$ cat config.mk
export PLATFORM = sky130hd
export DESIGN_NAME = tcr_top
export DESIGN_NICKNAME = d
export VERILOG_FILES = /design/src/hdl/tcr_pkg.sv /design/src/hdl/tcr_half_if.sv /design/src/hdl/tcr_sync.sv /design/src/hdl/tcr_half.sv /design/src/hdl/tcr_top.sv
export SDC_FILE = /design/constraint.sdc
export NUM_CORES = 1
export LEC_CHECK = 0
export BUFFER_PORTS_ARGS = -buffer_cell sky130_fd_sc_hd__buf_4
export CAP_MARGIN = 20
export CORE_ASPECT_RATIO = 1.1
export CORE_MARGIN = 1.5
export CORE_UTILIZATION = 62
export CTS_BUF_LIST = sky130_fd_sc_hd__clkbuf_4
export DETAILED_ROUTE_END_ITERATION = 10
export MAX_ROUTING_LAYER = met4
export PLACE_DENSITY = 0.82
export SYNTH_ARGS = -nofsm -noshare
export SYNTH_HDL_FRONTEND = slang
export SYNTH_SLANG_ARGS = --single-unit
$ cat constraint.sdc
create_clock -name aclk -period 4.3 [get_ports aclk]
set_clock_uncertainty 0.1 [all_clocks]
set_input_delay 0.43 -clock aclk [delete_from_list [all_inputs] [get_ports aclk]]
set_output_delay 0.43 -clock aclk [all_outputs]
set_load 0.01 [all_outputs]
$ cat src/hdl/tcr_pkg.sv
/*
 * constants, register map and helpers for the timer control block.
 * assumes a 32-bit AXI4-Lite register bus with byte addresses.
 */
package tcr_pkg;
    localparam int AXI_AW = 12;
    // register byte offsets
    localparam logic [AXI_AW-1:0] OFF_CFG = 12'h000;
    localparam logic [AXI_AW-1:0] OFF_CTL = 12'h00c;
    localparam logic [AXI_AW-1:0] OFF_LOAD_A = 12'h028;
    localparam logic [AXI_AW-1:0] OFF_LOAD_B = 12'h02c;
    localparam logic [AXI_AW-1:0] OFF_CNT_A = 12'h048;
    localparam logic [AXI_AW-1:0] OFF_CNT_B = 12'h04c;
    localparam logic [AXI_AW-1:0] OFF_RTC = 12'h050;
    localparam logic [AXI_AW-1:0] OFF_EVT_A = 12'h060;
    localparam logic [AXI_AW-1:0] OFF_EVT_B = 12'h064;
    // control field positions
    localparam int CTL_A_EN = 0;
    localparam int CTL_A_FRZ = 1;
    localparam int CTL_A_EDGE = 2;
    localparam int CTL_CAL_EN = 4;
    localparam int CTL_A_TRIG = 5;
    localparam int CTL_A_INV = 6;
    localparam int CTL_B_EN = 8;
    localparam int CTL_B_FRZ = 9;
    localparam int CTL_B_EDGE = 10;
    localparam logic [31:0] CTL_MASK = 32'h0000_0f7f;
    localparam logic [31:0] CTL_RESET = 32'h0000_0000;
    localparam logic [2:0] CFG_RESET = 3'h0;
    localparam logic [31:0] LOAD_RESET = 32'hffff_ffff;
    localparam logic [31:0] HALF16_MASK = 32'h0000_ffff;
    // arrangement codes; bit 2 set means two 16-bit halves
    localparam logic [2:0] CFG_T32 = 3'h0;
    localparam logic [2:0] CFG_CAL = 3'h1;
    localparam int CFG_SPLIT_BIT = 2;
    // capture edge codes
    localparam logic [1:0] EDGE_RISE = 2'h0;
    localparam logic [1:0] EDGE_FALL = 2'h1;
    localparam logic [1:0] EDGE_RSVD = 2'h2;
    localparam logic [1:0] EDGE_BOTH = 2'h3;
    localparam logic [1:0] RESP_OKAY = 2'h0;
    localparam logic [1:0] RESP_SLVERR = 2'h2;

    // true when the selected edge is seen between two samples
    function automatic logic edge_hit(input logic [1:0] sel, input logic prev,
                                      input logic cur);
        logic rise;
        logic fall;
        rise = cur & ~prev;
        fall = prev & ~cur;
        case (sel)
            EDGE_RISE: edge_hit = rise;
            EDGE_FALL: edge_hit = fall;
            EDGE_BOTH: edge_hit = rise | fall;
            default: edge_hit = 1'b0;
        endcase
    endfunction : edge_hit

    // merge write data into a word under byte strobes
    function automatic logic [31:0] merge_bytes(input logic [31:0] old,
                                                input logic [31:0] wd,
                                                input logic [3:0] strb);
        logic [31:0] r;
        r = old;
        for (int i = 0; i < 4; i++) begin
            if (strb[i]) begin
                r[i*8 +: 8] = wd[i*8 +: 8];
            end
        end
        merge_bytes = r;
    endfunction : merge_bytes
endpackage : tcr_pkg

$ cat src/hdl/tcr_half_if.sv
/*
 * control and status bundle between the register file and one timer half.
 * assumes both ends run on the same clock.
 */
`timescale 1ns/1ps
interface tcr_half_if;
    logic enable;
    logic freeze;
    logic halted;
    logic pin;
    logic [1:0] edge_sel;
    logic [31:0] load;
    logic [31:0] count;
    logic [15:0] events;
    logic timeout;
    modport ctl (output enable, freeze, halted, pin, edge_sel, load,
                 input count, events, timeout);
    modport half (input enable, freeze, halted, pin, edge_sel, load,
                  output count, events, timeout);
endinterface : tcr_half_if

$ cat src/hdl/tcr_sync.sv
/*
 * two-flop synchroniser for a group of independent levels.
 * assumes each bit is a slow level from outside the clock domain.
 */
`timescale 1ns/1ps
module tcr_sync #(
    parameter int W = 3
) (
    input wire logic aclk,
    input wire logic aresetn,
    input wire logic ce,
    input wire logic [W-1:0] d,
    output logic [W-1:0] q
);
    typedef struct packed {
        logic [W-1:0] meta;
        logic [W-1:0] stab;
    } tcr_sync_t;
    tcr_sync_t s_reg;
    tcr_sync_t s_next;

    // first stage feeds only the second
    always_comb begin
        s_next = s_reg;
        if (ce) begin
            s_next.meta = d;
            s_next.stab = s_reg.meta;
        end
    end

    always_ff @(posedge aclk) begin
        if (!aresetn) begin
            s_reg <= '0;
        end else begin
            s_reg <= s_next;
        end
    end

    assign q = s_reg.stab;
endmodule : tcr_sync

$ cat src/hdl/tcr_half.sv
/*
 * one timer half: down counter with reload, debug freeze and edge counter.
 * assumes pin and halted are already synchronised to aclk.
 */
`timescale 1ns/1ps
module tcr_half (
    input wire logic aclk,
    input wire logic aresetn,
    input wire logic ce,
    tcr_half_if.half hif
);
    import tcr_pkg::*;

    typedef struct packed {
        logic [31:0] cnt;
        logic [15:0] evt;
        logic pin_q;
        logic tout;
    } tcr_half_t;
    tcr_half_t s_reg;
    tcr_half_t s_next;
    logic run;

    // frozen only while the debugger halts and freeze is set
    assign run = hif.enable & ~(hif.halted & hif.freeze);

    always_comb begin
        s_next = s_reg;
        if (ce) begin
            s_next.tout = 1'b0;
            s_next.pin_q = hif.pin;
            if (!hif.enable) begin
                s_next.cnt = hif.load;
            end else if (run) begin
                if (s_reg.cnt == '0) begin
                    s_next.cnt = hif.load;
                    s_next.tout = 1'b1;
                end else begin
                    s_next.cnt = s_reg.cnt - 32'h0000_0001;
                end
            end
            // capture logic counts selected edges while running
            if (run && edge_hit(hif.edge_sel, s_reg.pin_q, hif.pin)) begin
                s_next.evt = s_reg.evt + 16'h0001;
            end
        end
    end

    always_ff @(posedge aclk) begin
        if (!aresetn) begin
            s_reg <= '0;
        end else begin
            s_reg <= s_next;
        end
    end

    assign hif.count = s_reg.cnt;
    assign hif.events = s_reg.evt;
    assign hif.timeout = s_reg.tout;
endmodule : tcr_half

$ cat src/hdl/tcr_top.sv
/*
 * timer control register block with AXI4-Lite slave, two timer halves,
 * calendar counter, inverted pwm output and converter trigger pulse.
 * assumes a single 200 MHz clock, debug halt and capture pins asynchronous.
 */
`timescale 1ns/1ps
module tcr_top (
    input wire logic aclk,
    input wire logic aresetn,
    input wire logic ce,
    input wire logic [tcr_pkg::AXI_AW-1:0] awaddr,
    input wire logic awvalid,
    output logic awready,
    input wire logic [31:0] wdata,
    input wire logic [3:0] wstrb,
    input wire logic wvalid,
    output logic wready,
    output logic [1:0] bresp,
    output logic bvalid,
    input wire logic bready,
    input wire logic [tcr_pkg::AXI_AW-1:0] araddr,
    input wire logic arvalid,
    output logic arready,
    output logic [31:0] rdata,
    output logic [1:0] rresp,
    output logic rvalid,
    input wire logic rready,
    input wire logic debug_halt,
    input wire logic capture_a_pin,
    input wire logic capture_b_pin,
    output logic pwm_a,
    output logic converter_trigger
);
    import tcr_pkg::*;

    typedef struct packed {
        logic [2:0] cfg;
        logic [31:0] ctl;
        logic [31:0] load_a;
        logic [31:0] load_b;
        logic [31:0] rtc;
        logic aw_got;
        logic w_got;
        logic [AXI_AW-1:0] wa;
        logic [31:0] wd;
        logic [3:0] ws;
        logic awready;
        logic wready;
        logic bvalid;
        logic [1:0] bresp;
        logic arready;
        logic rvalid;
        logic [1:0] rresp;
        logic [31:0] rdata;
        logic pwm_raw;
        logic pwm;
        logic trig;
    } tcr_top_t;
    tcr_top_t s_reg;
    tcr_top_t s_next;

    logic [2:0] sync_q;
    logic split;
    logic cal_mode;
    logic [31:0] cfg_merged;

    tcr_half_if a_if ();
    tcr_half_if b_if ();

    // debug halt and capture pins cross into aclk
    tcr_sync #(
        .W(3)
    ) u_sync (
        .aclk(aclk),
        .aresetn(aresetn),
        .ce(ce),
        .d({debug_halt, capture_b_pin, capture_a_pin}),
        .q(sync_q)
    );

    // arrangement decode steers the halves
    assign split = s_reg.cfg[CFG_SPLIT_BIT];
    assign cal_mode = (s_reg.cfg == CFG_CAL);
    // cfg write merged as a full word, only the low field is kept
    assign cfg_merged = merge_bytes({29'h0, s_reg.cfg}, s_reg.wd, s_reg.ws);

    // half a runs alone as 32-bit timer or as a 16-bit half
    assign a_if.enable = s_reg.ctl[CTL_A_EN] & (split | (s_reg.cfg == CFG_T32));
    assign a_if.freeze = s_reg.ctl[CTL_A_FRZ];
    assign a_if.halted = sync_q[2];
    assign a_if.pin = sync_q[0];
    assign a_if.edge_sel = s_reg.ctl[CTL_A_EDGE +: 2];
    assign a_if.load = split ? (s_reg.load_a & HALF16_MASK) : s_reg.load_a;

    // half b only exists in the split arrangements
    assign b_if.enable = s_reg.ctl[CTL_B_EN] & split;
    assign b_if.freeze = s_reg.ctl[CTL_B_FRZ];
    assign b_if.halted = sync_q[2];
    assign b_if.pin = sync_q[1];
    assign b_if.edge_sel = s_reg.ctl[CTL_B_EDGE +: 2];
    assign b_if.load = s_reg.load_b & HALF16_MASK;

    tcr_half u_half_a (
        .aclk(aclk),
        .aresetn(aresetn),
        .ce(ce),
        .hif(a_if)
    );

    tcr_half u_half_b (
        .aclk(aclk),
        .aresetn(aresetn),
        .ce(ce),
        .hif(b_if)
    );

    // bus slave, register writes, calendar counter and outputs
    always_comb begin
        s_next = s_reg;
        if (ce) begin
            // write address and data are taken in either order
            if (s_reg.awready && awvalid) begin
                s_next.aw_got = 1'b1;
                s_next.wa = awaddr;
            end
            if (s_reg.wready && wvalid) begin
                s_next.w_got = 1'b1;
                s_next.wd = wdata;
                s_next.ws = wstrb;
            end
            if (s_reg.bvalid && bready) begin
                s_next.bvalid = 1'b0;
            end
            // calendar counts only in its own arrangement
            if (cal_mode && s_reg.ctl[CTL_CAL_EN]) begin
                s_next.rtc = s_reg.rtc + 32'h0000_0001;
            end
            // both halves of a write held: commit and answer
            if (s_reg.aw_got && s_reg.w_got && !s_reg.bvalid) begin
                s_next.aw_got = 1'b0;
                s_next.w_got = 1'b0;
                s_next.bvalid = 1'b1;
                s_next.bresp = RESP_OKAY;
                case (s_reg.wa)
                    OFF_CFG: begin
                        s_next.cfg = cfg_merged[2:0];
                    end
                    OFF_CTL: begin
                        s_next.ctl = merge_bytes(s_reg.ctl, s_reg.wd, s_reg.ws) & CTL_MASK;
                    end
                    OFF_LOAD_A: begin
                        s_next.load_a = merge_bytes(s_reg.load_a, s_reg.wd, s_reg.ws);
                    end
                    OFF_LOAD_B: begin
                        s_next.load_b = merge_bytes(s_reg.load_b, s_reg.wd, s_reg.ws);
                    end
                    OFF_CNT_A, OFF_CNT_B, OFF_RTC, OFF_EVT_A, OFF_EVT_B: begin
                        s_next.bresp = RESP_OKAY; // read-only, write ignored
                    end
                    default: begin
                        s_next.bresp = RESP_SLVERR;
                    end
                endcase
            end
            // read channel answers one cycle after the address
            if (s_reg.rvalid && rready) begin
                s_next.rvalid = 1'b0;
            end
            if (s_reg.arready && arvalid) begin
                s_next.rvalid = 1'b1;
                s_next.rresp = RESP_OKAY;
                case (araddr)
                    OFF_CFG: s_next.rdata = {29'h0, s_reg.cfg};
                    OFF_CTL: s_next.rdata = s_reg.ctl;
                    OFF_LOAD_A: s_next.rdata = s_reg.load_a;
                    OFF_LOAD_B: s_next.rdata = s_reg.load_b;
                    OFF_CNT_A: s_next.rdata = a_if.count;
                    OFF_CNT_B: s_next.rdata = b_if.count;
                    OFF_RTC: s_next.rdata = s_reg.rtc;
                    OFF_EVT_A: s_next.rdata = {16'h0, a_if.events};
                    OFF_EVT_B: s_next.rdata = {16'h0, b_if.events};
                    default: begin
                        s_next.rdata = 32'h0000_0000;
                        s_next.rresp = RESP_SLVERR;
                    end
                endcase
            end
            // raw pwm toggles on each half a time-out
            if (a_if.timeout) begin
                s_next.pwm_raw = ~s_reg.pwm_raw;
            end
            s_next.pwm = s_next.pwm_raw ^ s_reg.ctl[CTL_A_INV];
            // trigger pulse follows a time-out while enabled
            s_next.trig = a_if.timeout & s_reg.ctl[CTL_A_TRIG];
            // ready flags follow what is still held
            s_next.awready = ~s_next.aw_got & ~s_next.bvalid;
            s_next.wready = ~s_next.w_got & ~s_next.bvalid;
            s_next.arready = ~s_next.rvalid;
        end
    end

    always_ff @(posedge aclk) begin
        if (!aresetn) begin
            s_reg <= '0;
            s_reg.cfg <= CFG_RESET;
            s_reg.ctl <= CTL_RESET;
            s_reg.load_a <= LOAD_RESET;
            s_reg.load_b <= LOAD_RESET;
        end else begin
            s_reg <= s_next;
        end
    end

    // every output straight from the state flops
    assign awready = s_reg.awready;
    assign wready = s_reg.wready;
    assign bvalid = s_reg.bvalid;
    assign bresp = s_reg.bresp;
    assign arready = s_reg.arready;
    assign rvalid = s_reg.rvalid;
    assign rresp = s_reg.rresp;
    assign rdata = s_reg.rdata;
    assign pwm_a = s_reg.pwm;
    assign converter_trigger = s_reg.trig;
endmodule : tcr_top

======== After elaboration in Yosys (flattened, before gate mapping) ========
Index checks and enable logic that the tools add are counted.
W data, S select, Z words.
word-level totals
  register bits after elaboration ......... 309
  input port bits ......................... 71
  output and inout port bits .............. 43
  logic and storage cells ................. 164
cells by class
  add/subtract/negate cells ............... 5
  equal/unequal tests ..................... 25
  muxes and demuxes ....................... 29
  bitwise operators ....................... 28
  reduce and logical (&&, ||, !) cells .... 40
operators with widths
  operator                 number
  $pmux W32 S9             1
  $mux W32                 7
  $eq A12 B7 Y1 const B    10
  $mux W35                 2
  $logic_not A32 Y1        2
  $sub A32 B1 Y32 const B  2
  $eq A12 B6 Y1 const B    4
  $reduce_and A4 Y1        11
  $add A16 B1 Y16 const B  2
  $add A32 B1 Y32 const B  1
  $eq A12 B4 Y1 const B    2
  $logic_not A12 Y1        2
  $reduce_and A2 Y1        9
  $reduce_or A9 Y1         2
  $and A1 B1 Y1            13
  $mux W1                  11
  $not A1 Y1               11
  $logic_and A1 B1 Y1      10
  $mux W2                  4
  $mux W3                  2
  $pmux W1 S3              2
  $eq A2 B1 Y1 const B     2
  $eq A2 B2 Y1 const B     2
  $logic_not A2 Y1         2
  7 further kinds          11

======== Longest topological paths before layout ========
  depth after elaboration ................. 7
  mapped depth ............................ 11

======== By module ========
A second synthesis with hierarchy kept.
second synthesis, totals
  cell total of the unflattened synthesis .. 2,093
  area total of the unflattened synthesis .. 16,838.6 um^2
by module, submodules not included
  module    times used  cells each  area each (um^2)  sequential area each (um^2)
  tcr_top   1           1,177       9,693.0           4,043.9
  tcr_half  2           447         3,447.1           1,001.0
  tcr_sync  1           22          251.5             120.1

======== Least setup slack after synthesis ========
OpenSTA, ideal clock, no wires.
  kind .................................... reg-to-reg
  start point ............................. reg u_half_a.s_reg (netlist bit u_half_a.hif.count[0])
  end point ............................... reg u_half_a.s_reg (netlist bit u_half_a.hif.count[22])
  setup time .............................. 0.130 ns
  arrival ................................. 2.445 ns
  required time ........................... 4.070 ns
  path slack .............................. 1.625 ns
  cell stages (with the launch flop) ...... 11
  clock period less this slack ............ 2.675 ns
  cell sequence ........................... dfxtp_1 inv_1 ha_1 or3b_2 clkbuf_1 or3_1 clkbuf_1 or2_2 or3_1 a21oi_1 o22ai_1
between the ends
  cells in the longest elaborated chain, start to end .. 4
ends and longest elaborated chain
  what                                                  RTL line                        source
  start, declared                                       tcr_half.sv:20                  tcr_half_t s_reg;
  start signal, assigned                                tcr_half.sv:53                  s_reg <= s_next;
  $sub A32 B1 Y32 or $logic_not A32 Y1 (tied branches)  tcr_half.sv:39, tcr_half.sv:35
  $mux W32 *                                            tcr_half.sv:35                  if (s_reg.cnt == '0) begin
  $mux W32 *                                            tcr_half.sv:34                  end else if (run) begin
  $mux W32 *                                            tcr_half.sv:32                  if (!hif.enable) begin
Every way passes the cells marked *; elsewhere a longest branch is shown, timed or not. The select of a mux whose other input is x is not followed.
A chain may end at the register's enable or synchronous reset.

======== Final worst setup path ========
  start point ............................. reg u_half_a.s_reg (netlist bit u_half_a.hif.count[20])
  end point ............................... reg u_half_a.s_reg (netlist bit u_half_a.hif.count[29])
The elaborated chain is that of the path after synthesis.

==> flow_metrics.env <==
export IMPL_clock_path_buffers=3
export IMPL_finalCritPeriodShare_pct=73.4
export IMPL_p_total_mw=5.75
export IMPL_grt_pass1_vias=13580
export IMPL_ant_nets=0
export IMPL_grtUsageTotal_pct=34.9
export IMPL_worstPathRequired_ps=4770
export IMPL_synth_cell_types=75
export IMPL_clkSlewWorstSetupHoldPaths_ps=60
export IMPL_overflow=0
export IMPL_worst_slack_ps=1140
export IMPL_placedCellCount=2184
export IMPL_remaining_drc_errors=0
export IMPL_largest_reg_flops=139
export IMPL_first_iter_violations=1454
export IMPL_fmax_mhz=317
export IMPL_vias=14579
export IMPL_cp_cell_sequence="or4_1, nor4_2, nand4_2, nand2_1, o21ai_0, a311o_1"
export IMPL_syn_inst=1899
export IMPL_final_core_util_pct=72.3
export IMPL_numPortBuffers=111
export IMPL_status="finished, final reports clean"
export IMPL_synth_top_area_cell="dfxtp_1"
export IMPL_seqPwrFrac_pct=51.6
export IMPL_rsz0062_at_grt="false"
export IMPL_placementRows=59
export IMPL_via_per_inst=6.15
export IMPL_p_per_area_nw_per_um2=333
export IMPL_io_pins=114
export IMPL_synthArstFlopShare_pct=0
export IMPL_avgSynthCellArea_um2=7.97
export IMPL_die_area_um2=25300
export IMPL_cpPeakStageDelay_ps=670
export IMPL_finalSetupTns_ps=0
export IMPL_leakage_nw=6.72
export IMPL_synthTopCellsByArea="dfxtp_1 41%, nand2_1 8.4%, nor2_1 4.8%"
export IMPL_synth_ff_type="dfxtp_1"
export IMPL_final_hold_viol_count=0
export IMPL_initial_core_util_pct=63.4
export IMPL_start_kind="flop"
export IMPL_cts_root_buffer="clkbuf_4"
export IMPL_cp_slowest_cell="or4_1"
export IMPL_antenna_found_initial=1
export IMPL_worstMarginPinSlew_ps=987
export IMPL_core_area_um2=23800
export IMPL_gp_congestion=0.978
export IMPL_routed_wl_um=43500
export IMPL_cp_end_kind="flop"
export IMPL_swShare_pct=26.2
export IMPL_slew_violations=0
export IMPL_synth_edf_count=0
export IMPL_grt_max_degree=70
export IMPL_cts_tree="done"
export IMPL_area_delta_synth_final_pct=14.0
export IMPL_peakVddDrop_v=0.000226
export IMPL_wl_per_cell_um=18.3
export IMPL_synthesis_area_um2=15100
export IMPL_nets=2096
export IMPL_switchingPower_mw=1.51
export IMPL_dp_hpwl_um=30200
export IMPL_final_cells=2371
export IMPL_comb_power_share_pct=7.3
export IMPL_yosysSeqAreaShare_pct=40.6
export IMPL_clock_latency_ps=700
export IMPL_cts_htree_levels=3
export IMPL_grt_pass1_wl_um=70600
export IMPL_ys_seq_elements=307
export IMPL_worstPathMaxFanout=17
export IMPL_die_x_um=152
export IMPL_drive_above_1_share_pct=14.3
export IMPL_yosys_warnings=0
export IMPL_path_class="flop to flop"
export IMPL_min_path_type="input port to flop"
export IMPL_cts_resized=0
export IMPL_clkPwrFrac_pct=41.1
export IMPL_period_minus_slack_ps=3160
export IMPL_clkSinkCount=307
export IMPL_arrival_ps=3620
export IMPL_setup_violations=0
export IMPL_cts_buffers=79
export IMPL_intPower_mw=4.24
export IMPL_die_h_um=167
export IMPL_relSlewSlack_pct=34.2
export IMPL_synth_top_area_share_pct=40.6
export IMPL_cap_viol_max_count=0
export IMPL_drt_first_pass_iters=6
export IMPL_dp_worst_setup_slack_ps=1250
-- power groups by stage --
stage / sequential [mW] / combinational (mW) / clock (mW)
finish: 2.97 / 0.422 / 2.36
global route: 2.97 / 0.456 / 2.54
CTS: 2.96 / 0.410 / 2.39
detailed placement: 3.03 / 0.368 / 0
global placement: 3.02 / 0.362 / 0
floorplan: 3.00 / 0.256 / 0
-- worst max-delay path, delay by kind of cell (launching register included) --
kind	cells	cell delay (ps)
and+or+nand+nor	4	1990
AOI/OAI and AO/OA	2	560
DFF	1	370
-- placed cells by master, fill, tap and decap left out, types with 21 or more instances in the layout --
master	netlist	routed
a21oi_1	116	116
xnor2_1	43	43
nand3_1	119	119
nor3_1	49	49
mux2_2	22	22
nand2_1	340	340
nor2_1	193	193
clkbuf_4	0	109
a32o_1	27	27
nor4_1	21	21
dlygate4sd3_1	0	55
or3_1	24	24
o21ai_0	84	84
dfxtp_1	307	307
mux2i_1	67	67
xor2_1	31	31
buf_4	36	135
-- worst paths after layout --
kind,start,to,slack (ps),cells past startpoint
setup reg to reg,u_half_a.hif.count[20]$_SDFFE_PN0P_,u_half_a.hif.count[29]$_SDFFE_PN0P_,1140,6
hold reg to reg,s_reg[88]$_SDFFE_PN0P_,s_reg[88]$_SDFFE_PN0P_,360,2
hold / removal,arvalid,arready$_SDFFE_PN0P_,50,4
setup / recovery,u_half_a.hif.count[20]$_SDFFE_PN0P_,u_half_a.hif.count[29]$_SDFFE_PN0P_,1140,6
-- final cells by class --
class / instances / area [um^2]
inverters: 21 / 81.3
fillers: 1917 / 6590
well taps: 305 / 382
clock inverters: 22 / 95.1
repair buffers: 191 / 1590
flip-flops and latches: 307 / 6150
clock buffers: 109 / 818
diodes: 1 / 2.50
multi-input cells: 1415 / 8130
-- cell families after synthesis --
group | share of synthesized area [%]
XOR/XNOR | 4.28
multiplexers | 6.39
adder cells (fa/ha/maj) | 0.827
other | 0.0248
flip-flops | 40.6
AO/OA/AOI/OAI | 15.1
AND/OR/NAND/NOR | 27.0
buffers and inverters | 5.69
-- synth_stat cells, types with 19 or more instances --
cell type / number
a221oi_1: 20
a22oi_1: 20
a21oi_1: 116
inv_1: 21
xnor2_1: 43
a32o_1: 27
buf_4: 36
nand3_1: 119
mux2_2: 22
xor2_1: 31
nand2_1: 340
mux2i_1: 67
o21ai_0: 84
nand4_1: 20
nor3_1: 49
nor2_1: 193
dfxtp_1: 307
and3_1: 19
nor4_1: 21
or3_1: 24
clkbuf_1: 95
-- repair_timing --
item	CTS	global route
hold buffers	55	0
setup buffers	0	0
hold endpoints to repair	55	0
-- layer usage --
metal | GRT usage, % | up-vias | share of wire, %
met5 | - | - | 0
met4 | 10.9 | 0 | 2.4
met3 | 5.88 | 91 | 9.2
met2 | 54.3 | 729 | 46
met1 | 46.4 | 6814 | 43
li1 | - | 6945 | -
-- stage by stage --
step	instance area (um^2)	hold WS [ps]
2_1_floorplan	15100	326
6_report	17300	46.6
3_3_place_gp	15800	340
3_5_place_dp	15800	350
4_1_cts	17200	8.99
5_1_grt	17300	43.8
(Power assumes the default switching activity.)
